==> config.mk <==
export PLATFORM = sky130hd
export DESIGN_NAME = brs_burst_seq
export DESIGN_NICKNAME = d
export VERILOG_FILES = /design/src/brs_pkg.sv /design/src/brs_burst_seq.sv
export SDC_FILE = /design/constraint.sdc
export NUM_CORES = 1
export LEC_CHECK = 0
export CAP_MARGIN = 0
export CORE_MARGIN = 3
export CORE_UTILIZATION = 34
export CTS_CLUSTER_DIAMETER = 50
export DETAILED_ROUTE_END_ITERATION = 10
export DONT_BUFFER_PORTS = 1
export GPL_TIMING_DRIVEN = 0
export PLACE_DENSITY = 0.59
export SYNTH_ARGS = -nofsm -noshare
export SYNTH_HDL_FRONTEND = slang
export SYNTH_SLANG_ARGS = --single-unit
==> constraint.sdc <==
create_clock -name core_clk -period 4 [get_ports core_clk]
set_input_delay 0.8 -clock core_clk [delete_from_list [all_inputs] [get_ports core_clk]]
set_output_delay 0.8 -clock core_clk [all_outputs]
set_load 0.05 [all_outputs]
==> src/brs_pkg.sv <==
// Constants and types shared by the burst-read stall sequencer
package brs_pkg;
  localparam int         BRS_ADDR_W     = 16;
  localparam logic [1:0] BRS_REG_CONFIG = 2'h0;
  localparam logic [1:0] BRS_REG_STATUS = 2'h1;
  localparam logic [2:0] BRS_BL_4       = 3'h1;
  localparam logic [2:0] BRS_BL_8       = 3'h2;
  localparam logic [2:0] BRS_BL_CONT    = 3'h7;
  localparam logic [2:0] BRS_MASK_4     = 3'h3;
  localparam logic [2:0] BRS_MASK_8     = 3'h7;
  localparam logic [3:0] BRS_ROW_LAST   = 4'hF;
  localparam logic [2:0] BRS_SUB_01     = 3'h3;
  localparam logic [2:0] BRS_SUB_10     = 3'h2;
  localparam logic [2:0] BRS_SUB_11     = 3'h1;
  localparam logic [15:0] BRS_CFG_RESET = 16'h1C8F;

  typedef enum logic [1:0] {
    BRS_IDLE  = 2'h0,
    BRS_LAT   = 2'h1,
    BRS_DATA  = 2'h3,
    BRS_STALL = 2'h2
  } brs_st_e;

  // Configuration word layout
  typedef struct packed {
    logic [1:0] rsvd_hi;
    logic [2:0] first_access_latency;
    logic       stall_polarity;
    logic       rsvd_9;
    logic       stall_timing_select;
    logic       burst_order_select;
    logic [2:0] rsvd_mid;
    logic       wrap_select;
    logic [2:0] burst_length_field;
  } brs_cfg_s;

  // Host bus pins
  typedef struct packed {
    logic                  chip_sel_n;
    logic                  adv_n;
    logic                  reg_info;
    logic [BRS_ADDR_W-1:0] addr;
  } brs_pins_s;

  localparam brs_pins_s BRS_PINS_IDLE = '{chip_sel_n: 1'b1, adv_n: 1'b1, reg_info: 1'b0, addr: '0};

  // Register port request
  typedef struct packed {
    logic [1:0]  addr;
    logic [15:0] wdata;
    logic        wr;
    logic        rd;
  } brs_reg_req_s;

  // Status word layout
  typedef struct packed {
    logic [10:0] rsvd;
    logic        wait_act;
    logic        stall_done;
    logic        word_vld;
    brs_st_e     st;
  } brs_status_s;

  // Whole state of the sequencer
  typedef struct packed {
    brs_pins_s             pin_s1;
    brs_pins_s             pin_s2;
    brs_cfg_s              cfg;
    brs_st_e               st;
    logic [BRS_ADDR_W-1:0] start;
    logic [BRS_ADDR_W-1:0] word_addr;
    logic [3:0]            seq;
    logic [2:0]            lat_cnt;
    logic [2:0]            stall_cnt;
    logic                  stall_done;
    logic                  word_vld;
    logic                  wait_act;
    logic                  wait_pin;
    logic                  wait_oe;
    logic [15:0]           rdata;
  } brs_state_s;
endpackage : brs_pkg

==> src/brs_burst_seq.sv <==
// Burst word sequencer with row-crossing stall indicator
//
// Decided for this implementation: the address-and-strobe port and the address map.
`timescale 1ns/100ps
module brs_burst_seq (
  // Clock and reset
  input  wire logic                                core_clk,
  input  wire logic                                reset_n,
  // Host bus pins, asynchronous to core_clk
  input  wire brs_pkg::brs_pins_s                  pins_in,
  // Stall indicator pin
  output logic                                     wait_out,
  output logic                                     wait_oe,
  // Word sequence toward the array
  output logic [brs_pkg::BRS_ADDR_W-1:0]           word_addr,
  output logic                                     word_valid,
  // Register port
  input  wire brs_pkg::brs_reg_req_s               reg_req,
  output logic [15:0]                              reg_rdata
);
  import brs_pkg::*;

  brs_state_s            r;
  brs_state_s            n;
  brs_status_s           stat;
  logic                  cs;
  logic                  adv;
  logic                  cont;
  logic                  wrap_on;
  logic                  misaligned;
  logic                  emit;
  logic                  emit_last;
  logic                  emit_stall;
  logic                  last_word;
  logic                  cur_stall;
  logic [2:0]            mask;
  logic [2:0]            sub;
  logic [2:0]            lat_eff;
  logic [2:0]            stall_len;
  logic [2:0]            low;
  logic [2:0]            exp_cnt;
  logic [3:0]            emit_seq;
  logic [BRS_ADDR_W-1:0] mask_w;
  logic [BRS_ADDR_W-1:0] addr_next;
  logic [BRS_ADDR_W-1:0] emit_addr;

  // Row nibble and group arithmetic need at least five address bits
  if (BRS_ADDR_W < 5) begin : g_bad_width
    $error("brs_burst_seq: address width below 5");
  end

  // Pins only reach logic through the second sync stage
  assign cs  = !r.pin_s2.chip_sel_n;
  assign adv = !r.pin_s2.adv_n;

  // Burst length decode; unknown codes behave as continuous
  always_comb begin
    cont = 1'b0;
    mask = BRS_MASK_4;
    case (r.cfg.burst_length_field)
      BRS_BL_4: mask = BRS_MASK_4;
      BRS_BL_8: mask = BRS_MASK_8;
      BRS_BL_CONT: begin
        cont = 1'b1;
        mask = '0;
      end
      default: begin
        cont = 1'b1;
        mask = '0;
      end
    endcase
  end

  // Wrap applies only to fixed lengths, and only with the bit clear
  assign wrap_on = !r.cfg.wrap_select && !cont;
  assign mask_w  = {{(BRS_ADDR_W-3){1'b0}}, mask};

  // Next word address
  assign emit_seq = (r.st == BRS_LAT) ? 4'h0 : 4'(r.seq + 4'h1);
  assign low      = r.cfg.burst_order_select ? (r.start[2:0] ^ emit_seq[2:0])
                                             : 3'(r.start[2:0] + emit_seq[2:0]);
  // Without wrap the order bit is ignored: interleave has no meaning there
  assign addr_next = wrap_on ? ((r.start & ~mask_w) | ({{(BRS_ADDR_W-3){1'b0}}, low} & mask_w))
                             : BRS_ADDR_W'(r.word_addr + 1'b1);
  assign emit_addr = (r.st == BRS_LAT) ? r.start : addr_next;

  // Stall length from start offset and latency
  assign misaligned = r.start[1:0] != 2'h0;
  always_comb begin
    case (r.start[1:0])
      2'h1:    sub = BRS_SUB_01;
      2'h2:    sub = BRS_SUB_10;
      2'h3:    sub = BRS_SUB_11;
      default: sub = 3'h0;
    endcase
  end
  assign lat_eff   = (r.cfg.first_access_latency == 3'h0) ? 3'h1 : r.cfg.first_access_latency;
  // Short latencies saturate at no stall instead of wrapping negative
  assign stall_len = (misaligned && r.cfg.first_access_latency > sub) ?
                     3'(r.cfg.first_access_latency - sub) : 3'h0;

  // Row end detection for the word just sent and the word about to go
  assign last_word  = !cont && (r.seq == {1'b0, mask});
  assign emit_last  = !cont && (emit_seq == {1'b0, mask});
  assign cur_stall  = (r.word_addr[3:0] == BRS_ROW_LAST) && (stall_len != 3'h0)
                      && !wrap_on && !r.stall_done && !last_word;
  assign emit_stall = (emit_addr[3:0] == BRS_ROW_LAST) && (stall_len != 3'h0)
                      && !wrap_on && !r.stall_done && !emit_last;

  // Status view
  assign stat = '{rsvd: '0, wait_act: r.wait_act, stall_done: r.stall_done,
                  word_vld: r.word_vld, st: r.st};

  // Next-state logic
  always_comb begin
    n          = r;
    emit       = 1'b0;
    n.pin_s1   = pins_in;
    n.pin_s2   = r.pin_s1;
    n.word_vld = 1'b0;
    n.rdata    = '0;
    // Register port; read data valid only in the following cycle
    if (reg_req.wr && reg_req.addr == BRS_REG_CONFIG) begin
      n.cfg = brs_cfg_s'(reg_req.wdata);
    end
    if (reg_req.rd) begin
      case (reg_req.addr)
        BRS_REG_CONFIG: n.rdata = r.cfg;
        BRS_REG_STATUS: n.rdata = stat;
        default:        n.rdata = '0;
      endcase
    end
    // Burst sequencing; dropping chip select abandons the burst
    if (!cs) begin
      n.st = BRS_IDLE;
    end else if (adv) begin
      n.st         = BRS_LAT;
      n.start      = r.pin_s2.addr;
      n.word_addr  = r.pin_s2.addr;
      n.lat_cnt    = lat_eff;
      n.seq        = 4'h0;
      n.stall_done = 1'b0;
    end else begin
      case (r.st)
        BRS_LAT: begin
          if (r.lat_cnt <= 3'h1) begin
            n.st = BRS_DATA;
            emit = 1'b1;
          end else begin
            n.lat_cnt = r.lat_cnt - 3'h1;
          end
        end
        BRS_DATA: begin
          if (last_word) begin
            n.st = BRS_IDLE;
          end else if (cur_stall) begin
            // This cycle is the first gap cycle of the row switch
            n.st         = BRS_STALL;
            n.stall_cnt  = stall_len - 3'h1;
            n.stall_done = 1'b1;
          end else begin
            emit = 1'b1;
          end
        end
        BRS_STALL: begin
          // No word is offered while stalled, so the host cannot take one
          if (r.stall_cnt == 3'h0) begin
            n.st = BRS_DATA;
            emit = 1'b1;
          end else begin
            n.stall_cnt = r.stall_cnt - 3'h1;
          end
        end
        default: n.st = BRS_IDLE;
      endcase
    end
    if (emit) begin
      n.word_vld  = 1'b1;
      n.word_addr = emit_addr;
      n.seq       = emit_seq;
    end
    // Asserted whenever the bus holds no valid word, or early before a stall
    n.wait_act = !n.word_vld || (r.cfg.stall_timing_select && emit && emit_stall);
    n.wait_oe  = cs && !r.pin_s2.reg_info;
    n.wait_pin = r.cfg.stall_polarity ? n.wait_act : !n.wait_act;
  end

  // State register
  always_ff @(posedge core_clk) begin
    if (!reset_n) begin
      r        <= '0;
      r.cfg    <= BRS_CFG_RESET;
      r.pin_s1 <= BRS_PINS_IDLE;
      r.pin_s2 <= BRS_PINS_IDLE;
    end else begin
      r <= n;
    end
  end

  // Outputs straight from flops
  assign wait_out   = r.wait_pin;
  assign wait_oe    = r.wait_oe;
  assign word_addr  = r.word_addr;
  assign word_valid = r.word_vld;
  assign reg_rdata  = r.rdata;

  assign exp_cnt = 3'(r.cfg.first_access_latency - sub - 3'h1);
endmodule : brs_burst_seq

## Word level (Yosys, flattened, before mapping)

Cells that the tools add are included.

| cells by class | value |
|---|---|
| reductions and logical operators | 43 |
| magnitude comparators | 2 |
| bitwise operators | 8 |
| muxes and demuxes | 37 |
| equal/unequal tests | 29 |
| $add $sub $neg | 7 |

Operators with widths:

| kind | number |
|---|---|
| $mux 20 | 2 |
| $mux 16 | 2 |
| $pmux 16 s2 | 1 |
| $mux 27 | 1 |
| $mux 3 | 8 |
| $add 16x1->16 const B | 1 |
| $and 16x16->16 | 1 |
| $logic_and 1x1->1 | 16 |
| $not 3->16 | 1 |
| $or 16x3->16 | 1 |
| $mux 4 | 3 |
| $ne 2x1->1 const B | 6 |
| $ne 2x2->1 const B | 6 |
| $pmux 2 s3 | 2 |
| $pmux 3 s2 | 2 |
| $mux 1 | 11 |
| $logic_not 1->1 | 9 |
| $reduce_and 3->1 | 3 |
| $sub 3x1->3 const B | 3 |
| $eq 2x2->1 const B | 4 |
| $eq 4x3->1 | 2 |
| $eq 4x4->1 const B | 2 |
| $mux 2 | 4 |
| $eq 2x1->1 const B | 3 |
| other kinds (24) | 32 |

| storage, ports and cells | value |
|---|---|
| flip-flop bits (word level) | 119 |
| output and inout port bits | 35 |
| word-level logic and storage cells | 156 |
| input port bits | 41 |

## Depth between registers and ports, before layout

Gate-level depths: netlist (run 1).

| logic depth | value |
|---|---|
| depth in word-level cells | 20 |
| mapped depth | 14 |

## Worst setup path after synthesis (run 1)

OpenSTA, ideal clock, no wires.

| timing | value |
|---|---|
| kind | flip-flop to flip-flop |
| from | register r[48] (netlist bit) |
| to | register r[29] (netlist bit) |
| setup time | 0.067 ns |
| cell stages (with the launch flop) | 15 |
| path buffers | 1 |
| period minus slack after synthesis | 2.907 ns |
| path slack | 1.093 ns |
| data arrival time | 2.840 ns |
| required time | 3.933 ns |
| cells stage by stage | dfxtp_1 > inv_1 > ha_1 > or2_2 > ha_1 > inv_1 > fa_1 > nor2b_1 > a221o_1 > a211o_2 > o21bai_4 > a211o_4 > buf_12 > a211o_1 > a21oi_2 |

| on the way | value |
|---|---|
| cells in the longest elaborated chain, start to end | 17 |

Ends and longest elaborated chain:

| item | RTL line | RTL |
|---|---|---|
| from (decl) | brs_burst_seq.sv:23 | `brs_state_s r;` |
| from (signal assigned) | brs_burst_seq.sv:196 | `r <= n;` |
| $eq 2x2->1 or $eq 2x1->1 (tied branches) | brs_burst_seq.sv:90 | `case (r.start[1:0])` |
| $pmux 2 s3 | brs_burst_seq.sv:90 |  |
| $gt 3x3->1 | brs_burst_seq.sv:99 | `assign stall_len = (misaligned && r.cfg.first_access_latency > sub) ?` |
| $logic_and 1x1->1 | brs_burst_seq.sv:99 |  |
| $mux 3 * | brs_burst_seq.sv:99 |  |
| $reduce_bool 3->1 * | brs_burst_seq.sv:105 | `assign cur_stall = (r.word_addr[3:0] == BRS_ROW_LAST) && (stall_len != 3'h0)` |
| $logic_and 1x1->1 * | brs_burst_seq.sv:105 |  |
| $logic_and 1x1->1 * (3 in a row) | brs_burst_seq.sv:106 | `&& !wrap_on && !r.stall_done && !last_word;` |
| $mux 1 * | brs_burst_seq.sv:156 | `end else if (cur_stall) begin` |
| $mux 1 * | brs_burst_seq.sv:154 | `if (last_word) begin` |
| $pmux 1 s3 * | brs_burst_seq.sv:144 | `case (r.st)` |
| $mux 1 * | brs_burst_seq.sv:136 | `end else if (adv) begin` |
| $mux 1 * | brs_burst_seq.sv:134 | `if (!cs) begin` |
| $ne 2x1->1 (no source line) | -- |  |
| $reduce_and 2->1 (no source line) | -- |  |

Every way passes the cells marked *; elsewhere a longest branch is shown, timed or not.
A chain may end at the register's enable or synchronous reset.

## Worst setup path in the final report (run 1)

| timing | value |
|---|---|
| from | register r[48] (netlist bit) |
| to | register r (netlist bit wait_out) |

| on the way | value |
|---|---|
| cells in the longest elaborated chain, start to end | 20 |

Ends and longest elaborated chain:

| item | RTL line | RTL |
|---|---|---|
| $eq 2x2->1 or $eq 2x1->1 (tied branches) | brs_burst_seq.sv:90 |  |
| $pmux 2 s3 | brs_burst_seq.sv:90 |  |
| $gt 3x3->1 | brs_burst_seq.sv:99 |  |
| $logic_and 1x1->1 | brs_burst_seq.sv:99 |  |
| $mux 3 | brs_burst_seq.sv:99 |  |
| $reduce_bool 3->1 | brs_burst_seq.sv:105, brs_burst_seq.sv:107 |  |
| $logic_and 1x1->1 | brs_burst_seq.sv:105 |  |
| $logic_and 1x1->1 (3 in a row) | brs_burst_seq.sv:106 |  |
| (+2 left out) | -- |  |
| $pmux 1 s3 | brs_burst_seq.sv:144 |  |
| $mux 1 | brs_burst_seq.sv:136 |  |
| $mux 1 | brs_burst_seq.sv:134 |  |
| $mux 1 or $logic_and 1x1->1 (tied branches) | brs_burst_seq.sv:177, brs_burst_seq.sv:183 |  |
| $logic_not 1->1 or $logic_and 1x1->1 (tied branches) | brs_burst_seq.sv:183 | `n.wait_act = !n.word_vld \|\| (r.cfg.stall_timing_select && emit && emit_stall);` |
| $logic_or 1x1->1 * | brs_burst_seq.sv:183 |  |
| $logic_not 1->1 | brs_burst_seq.sv:185 | `n.wait_pin = r.cfg.stall_polarity ? n.wait_act : !n.wait_act;` |
| $mux 1 * | brs_burst_seq.sv:185 |  |

Marks and branches as above.

==> results.toml, run 1 <==
[status]
outcome = "completed"

[power]
leakage_nw = 2.46
powerDensity_nw_per_um2 = 466
irDropWorstVdd_uv = 297

[placement]
dpl.hpwl_mm = 9.33
gp_congestion = 0.867
io_buffers = 0
dpl_cell_area_sq_um = 5590

[detailed_routing]
drtIter0Drc = 318
drt-vias-per-instance = 4.90
wl_per_cell_microns = 15.0
ant_nets = 0
vias = 4143
drt_wl_total_mm = 12.7
dr.pass1.iters = 5
drc = 0

[synth]
synthFlopType = "dfxtp_1"
yosys-top-cells-count = "dfxtp_1, nand2_1, a21oi_1, nor2_1, and2_1"
ys_types = 54
synth_top_cells_by_area = "dfxtp_1, nand2_1, and2_1, a21oi_1, buf_4"
synth_seq_cells = 119
syn-cell-area_sq_um = 5330
synth_top_area_share = 0.447
ys_seq_area_frac = 0.447
synth_edf_count = 0
syn_inst = 604
synthArstFlopShare = 0
yosysMostFrequentCell = "dfxtp_1"
syn-num-nets = 663
yosysTopAreaCell = "dfxtp_1"
syn-mean-instance-area_sq_um = 8.82
yosysWarnings = 0

[hold_path]
hold_class = "reg2reg"
hp-start = "r[97]$_SDFF_PN0_"

[setup_path]
critPathRequiredTime_ps = 4340
setup.worst_path.start = "r[48]$_SDFFE_PN0P_"
timing.critical_path.buf_inv = 3
crit_path_cell_trace = "inv_1, ha_1, or2_2, ha_1, inv_1, fa_1, nor2b_1, a221o_1, a211o_2, o21bai_4, a211o_4, buf_12, a31oi_4, mux2i_1"
cp-start-kind = "register"
critical_path_class = "reg2reg"
crit_slowest_cell = "dfxtp_1"
regToRegStartpoint = "r[48]$_SDFFE_PN0P_"
crit_family = "compound AO/OA/AOI/OAI gates"
max_stage_delay_ps = 440
crit_path_end_kind = "register"
cp_max_fo = 10
worst_ep_arrival_time_ps = 3630

[cells_and_area]
fin_area_sq_um = 6190
insertedDiodeCount = 0
nets = 682
synthToLayoutAreaGrowth_pct = 16.1
drive_gt1_frac = 0.131

[sta]
post-route-min-period_ps = 3290
hold_viol = 0
skew_ps = 7.47
timing.hold.ws_ps = 389
worst_pin_slew_ps = 670
setup_viol = 0
fmax_mhz = 304
rsz0062_at_grt = "no"
final_max_slew_viol_count = 0
period_share = 0.822
tns_ps = 0
maxSlewHeadroom = 0.554

[grt]
grt_max_degree = 17
antenna_found_initial = 0
grt_pass1_vias = 3993
overflow = 0
grt_first_pass_wirelength_mm = 20.6
grt_usage = 0.152

[cts]
post-cts-setup-buffer-count = 0
cts_resized = 0
numClockSinks = 119
clock-root-buffer = "clkbuf_16"
clk_latency_ps = 420
cts_buffers = 17
cts_tree = "built"
h-tree-depth = 4
clkSlewWorstSetupHoldPaths_ps = 50
holdBufCountCts = 0
clock_path_buffers = 2

[die]
die_h_microns = 131
initial_utilization = 0.349
design.core.area_sq_um = 15300
die_w_microns = 131
rows = 45
dieArea_sq_um = 17200
ios = 76

[flow_run]
maxCapViolCount = 0
==> stage by stage <==
stage | cells | power [mW] | worst slack [ps] | utilization
global placement | 815 | 1.37 | 787 | 0.366
finish | 845 | 2.88 | 713 | 0.405
floorplan | 604 | 1.34 | 1090 | -
global route | 845 | 2.98 | 489 | 0.405
CTS | 845 | 2.91 | 707 | 0.405
detailed placement | 815 | 1.37 | 726 | 0.366
==> sequential cells by signal, indices dropped and copies added, names as in the netlist <==
register    cells
r              65
word_valid      1
reg_rdata      16
wait_oe         1
n              19
wait_out        1
word_addr      16
==> final cells by class <==
class	instances	area (sq um)
clock buffers	20	467
multi-input cells	401	2470
well taps	211	264
fillers	1537	9070
clock inverters	10	128
flip-flops and latches	119	2380
inverters	22	82.6
plain buffers	62	388
==> routing by layer <==
layer | vias up | share of wire | track usage
met1 | 1967 | 0.44 | 0.188
li1 | 2036 | - | -
met4 | 0 | 0.029 | 0.0764
met5 | - | 0 | 0
met3 | 26 | 0.057 | 0.0421
met2 | 114 | 0.47 | 0.243
==> cell usage in the layout, fill, tap and decap left out, drive strengths merged, types with 2 or more instances in the layout <==
cell    synthesis  routed
nand2b         12      12
o21ai           4       4
or2             2       2
nand3          23      23
xnor2          12      12
nor3b           3       3
and2           44      44
a211oi          3       3
a31oi           6       6
fa              2       2
mux2i          12      12
a22oi           3       3
o211ai          4       4
nor2           55      55
and3            3       3
o211a           6       6
clkinv          1       7
or3             2       2
a311oi          7       7
nand2          80      80
nor3            9       9
dfxtp         119     119
inv            21      21
xor2            8       8
ha             16      16
nor2b           6       6
bufinv          0       3
a211o           3       3
clkbuf         23      43
buf            39      39
nand4           3       3
nor4            2       2
a21oi          55      55
o221ai          5       5
==> cells by family after synthesis <==
logic type               share of synthesized area
AO/OA/AOI/OAI                                0.140
XOR/XNOR                                    0.0343
adder cells (fa/ha/maj)                     0.0451
buffers and inverters                       0.0883
flip-flops                                   0.447
multiplexers                                0.0247
AND/OR/NAND/NOR                              0.221
==> where the power goes <==
group,total (mW),switching [mW],internal (mW),leakage [nW]
combinational,0.109,0.0704,0.0383,1.19
sequential,1.24,0.0219,1.22,0.971
clock,1.53,0.518,1.01,0.297
==> worst paths after layout <==
check | endpoint | slack, ps | depth (start not counted)
worst min register to register | wait_oe$_SDFF_PN0_ | 390 | 1
worst max register to register | wait_out$_SDFF_PN0_ | 710 | 14
worst min-delay path | wait_oe$_SDFF_PN0_ | 390 | 1
worst max-delay path | wait_out$_SDFF_PN0_ | 710 | 14
(Power assumes the default switching activity.)
==> run 2: changes to the inputs <==
==> constraint.sdc (replaced) <==
create_clock -name core_clk -period 3.3 [get_ports core_clk]
set_input_delay 0.66 -clock core_clk [delete_from_list [all_inputs] [get_ports core_clk]]
set_output_delay 0.66 -clock core_clk [all_outputs]
set_load 0.05 [all_outputs]
==> run 2 against run 1 <==
Die area is the same. Count of clock-buffer cells in the layout is the same. Register-to-register slack lost 560 ps. Non-clock buffer count is the same. Highest routed layer unchanged. Power grew 21%. Core utilization grew 0.11 points.
==> results.toml, run 2 (same netlist as run 1, synthesis figures left out) <==
[placement]
dpl.hpwl_mm = 9.33
place_inst = 815
gp_congestion = 0.867
io_buffers = 0

[sta]
setup_viol = 0
final_max_slew_viol_count = 0
maxSlewHeadroom = 0.558
skew_ps = 7.49
hold_viol = 0
fmax_mhz = 317
rsz0062_at_grt = "no"
post-route-min-period_ps = 3150
tns_ps = 0
period_share = 0.955
worst_pin_slew_ps = 664

[cells_and_area]
regArea_sq_um = 2390
top_register = "r"
multi_input_area_sq_um = 2480
layout_commonest_cell = "dfxtp_1"
largest_register_ffs = 65
final_cell_mix = "dfxtp_1, nand2_1, a21oi_1, nor2_1, and2_1"
nets = 682
fillerInstances = 1540
insertedDiodeCount = 0
drive_gt1_frac = 0.137
stdcell_count = 845
synthToLayoutAreaGrowth_pct = 16.4

[cts]
h-tree-depth = 4
clkSlewWorstSetupHoldPaths_ps = 50
clock_path_buffers = 2
clock-root-buffer = "clkbuf_16"
numClockSinks = 119
clk_latency_ps = 420
cts_buffers = 17
cts_tree = "built"

[die]
dieArea_sq_um = 17200
initial_utilization = 0.349
die_h_microns = 131
die_w_microns = 131
rows = 45
ios = 76
design.core.area_sq_um = 15300

[setup_path]
ff2ff_setup_slack_ps = 150
max_stage_delay_ps = 430
cp-start-kind = "register"
timing.critical_path.buf_inv = 3
crit_family = "adder cells"
crit_path_cell_trace = "inv_1, ha_1, clkbuf_2, nor2_1, ha_1, inv_1, fa_1, nor2_1, xor2_1, nor3b_1, mux2_2, a31oi_4, mux2i_1"
critPathRequiredTime_ps = 3640
crit_slowest_cell = "dfxtp_1"
critical_path_class = "reg2reg"
worst_ep_arrival_time_ps = 3490
cp_max_fo = 10
crit_path_end_kind = "register"

[detailed_routing]
ant_nets = 0
drt-vias-per-instance = 4.89
drtIter0Drc = 344
drt_wl_total_mm = 12.7
drc = 0
wl_per_cell_microns = 15.0
dr.pass1.iters = 5
vias = 4136

[grt]
grt_pass1_vias = 3993
grt_first_pass_wirelength_mm = 20.6
grt_usage = 0.152
antenna_found_initial = 0
overflow = 0
grt_max_degree = 17

[status]
outcome = "completed"

[power]
total_power_mw = 3.49
powerDensity_nw_per_um2 = 562
leakage_nw = 2.47
irDropWorstVdd_uv = 357

[hold_path]
hold_class = "in2reg"

[flow_run]
maxCapViolCount = 0
-- run 2: cell counts in the layout (fill, tap and decap cells not counted) --
Identical to the previous run, type by type.
-- run 2: repair_timing --
action / in CTS / in global routing
setup endpoints to repair: 0 / 28
hold buffers: 0 / 0
resized for setup: 0 / 8
setup buffers: 0 / 0
-- run 2: final cells by class --
type | instances | share of cell area
clock buffer | 20 | 0.0752
buffer | 62 | 0.0633
multi-input combinational | 401 | 0.400
tap | 211 | 0.0426
sequential | 119 | 0.385
inverter | 22 | 0.0133
clock inverter | 10 | 0.0206
-- run 2: power by group --
part	switching [mW]	leakage, nW	internal, mW	total, mW
clock	0.625	0.297	1.23	1.85
sequential	0.0262	0.972	1.48	1.50
combinational	0.0855	1.20	0.0465	0.132
total	0.737	2.47	2.75	3.49
-- run 2: worst paths after layout --
path | from | endpoint | depth (start not counted)
max | r[64]$_SDFFE_PP0P_ | wait_out$_SDFF_PN0_ | 13
min | pins_in[17] | n[98]$_SDFF_PN1_ | 1
max reg2reg | r[64]$_SDFFE_PP0P_ | wait_out$_SDFF_PN0_ | 13
min reg2reg | r[97]$_SDFF_PN0_ | wait_oe$_SDFF_PN0_ | 1
-- run 2: stage by stage --
stage	worst slack [ps]	hold WS (ps)	util	instance area [sq um]
after floorplan	393	368	-	5330
after global placement	87.1	389	0.366	5590
after detailed placement	25.7	380	0.366	5590
after CTS	6.75	324	0.405	6190
after global routing	7.80	336	0.407	6200
final	148	346	0.407	6200
-- run 2: metal layers --
metal  track usage  routed length, microns  vias up
met1         0.188                    5520     1956
li1              -                       -     2039
met2         0.243                    6030      114
met5             0                       0        -
met4        0.0764                     364        0
met3        0.0421                     752       27
-- run 2: worst register-to-register path, cell delays in order (launching register included) --
cell	delay, ps
dfxtp_1	430
inv_1	100
ha_1	290
clkbuf_2	230
nor2_1	130
ha_1	170
inv_1	60
fa_1	360
nor2_1	130
xor2_1	90
nor3b_1	290
mux2_2	410
a31oi_4	200
mux2i_1	200
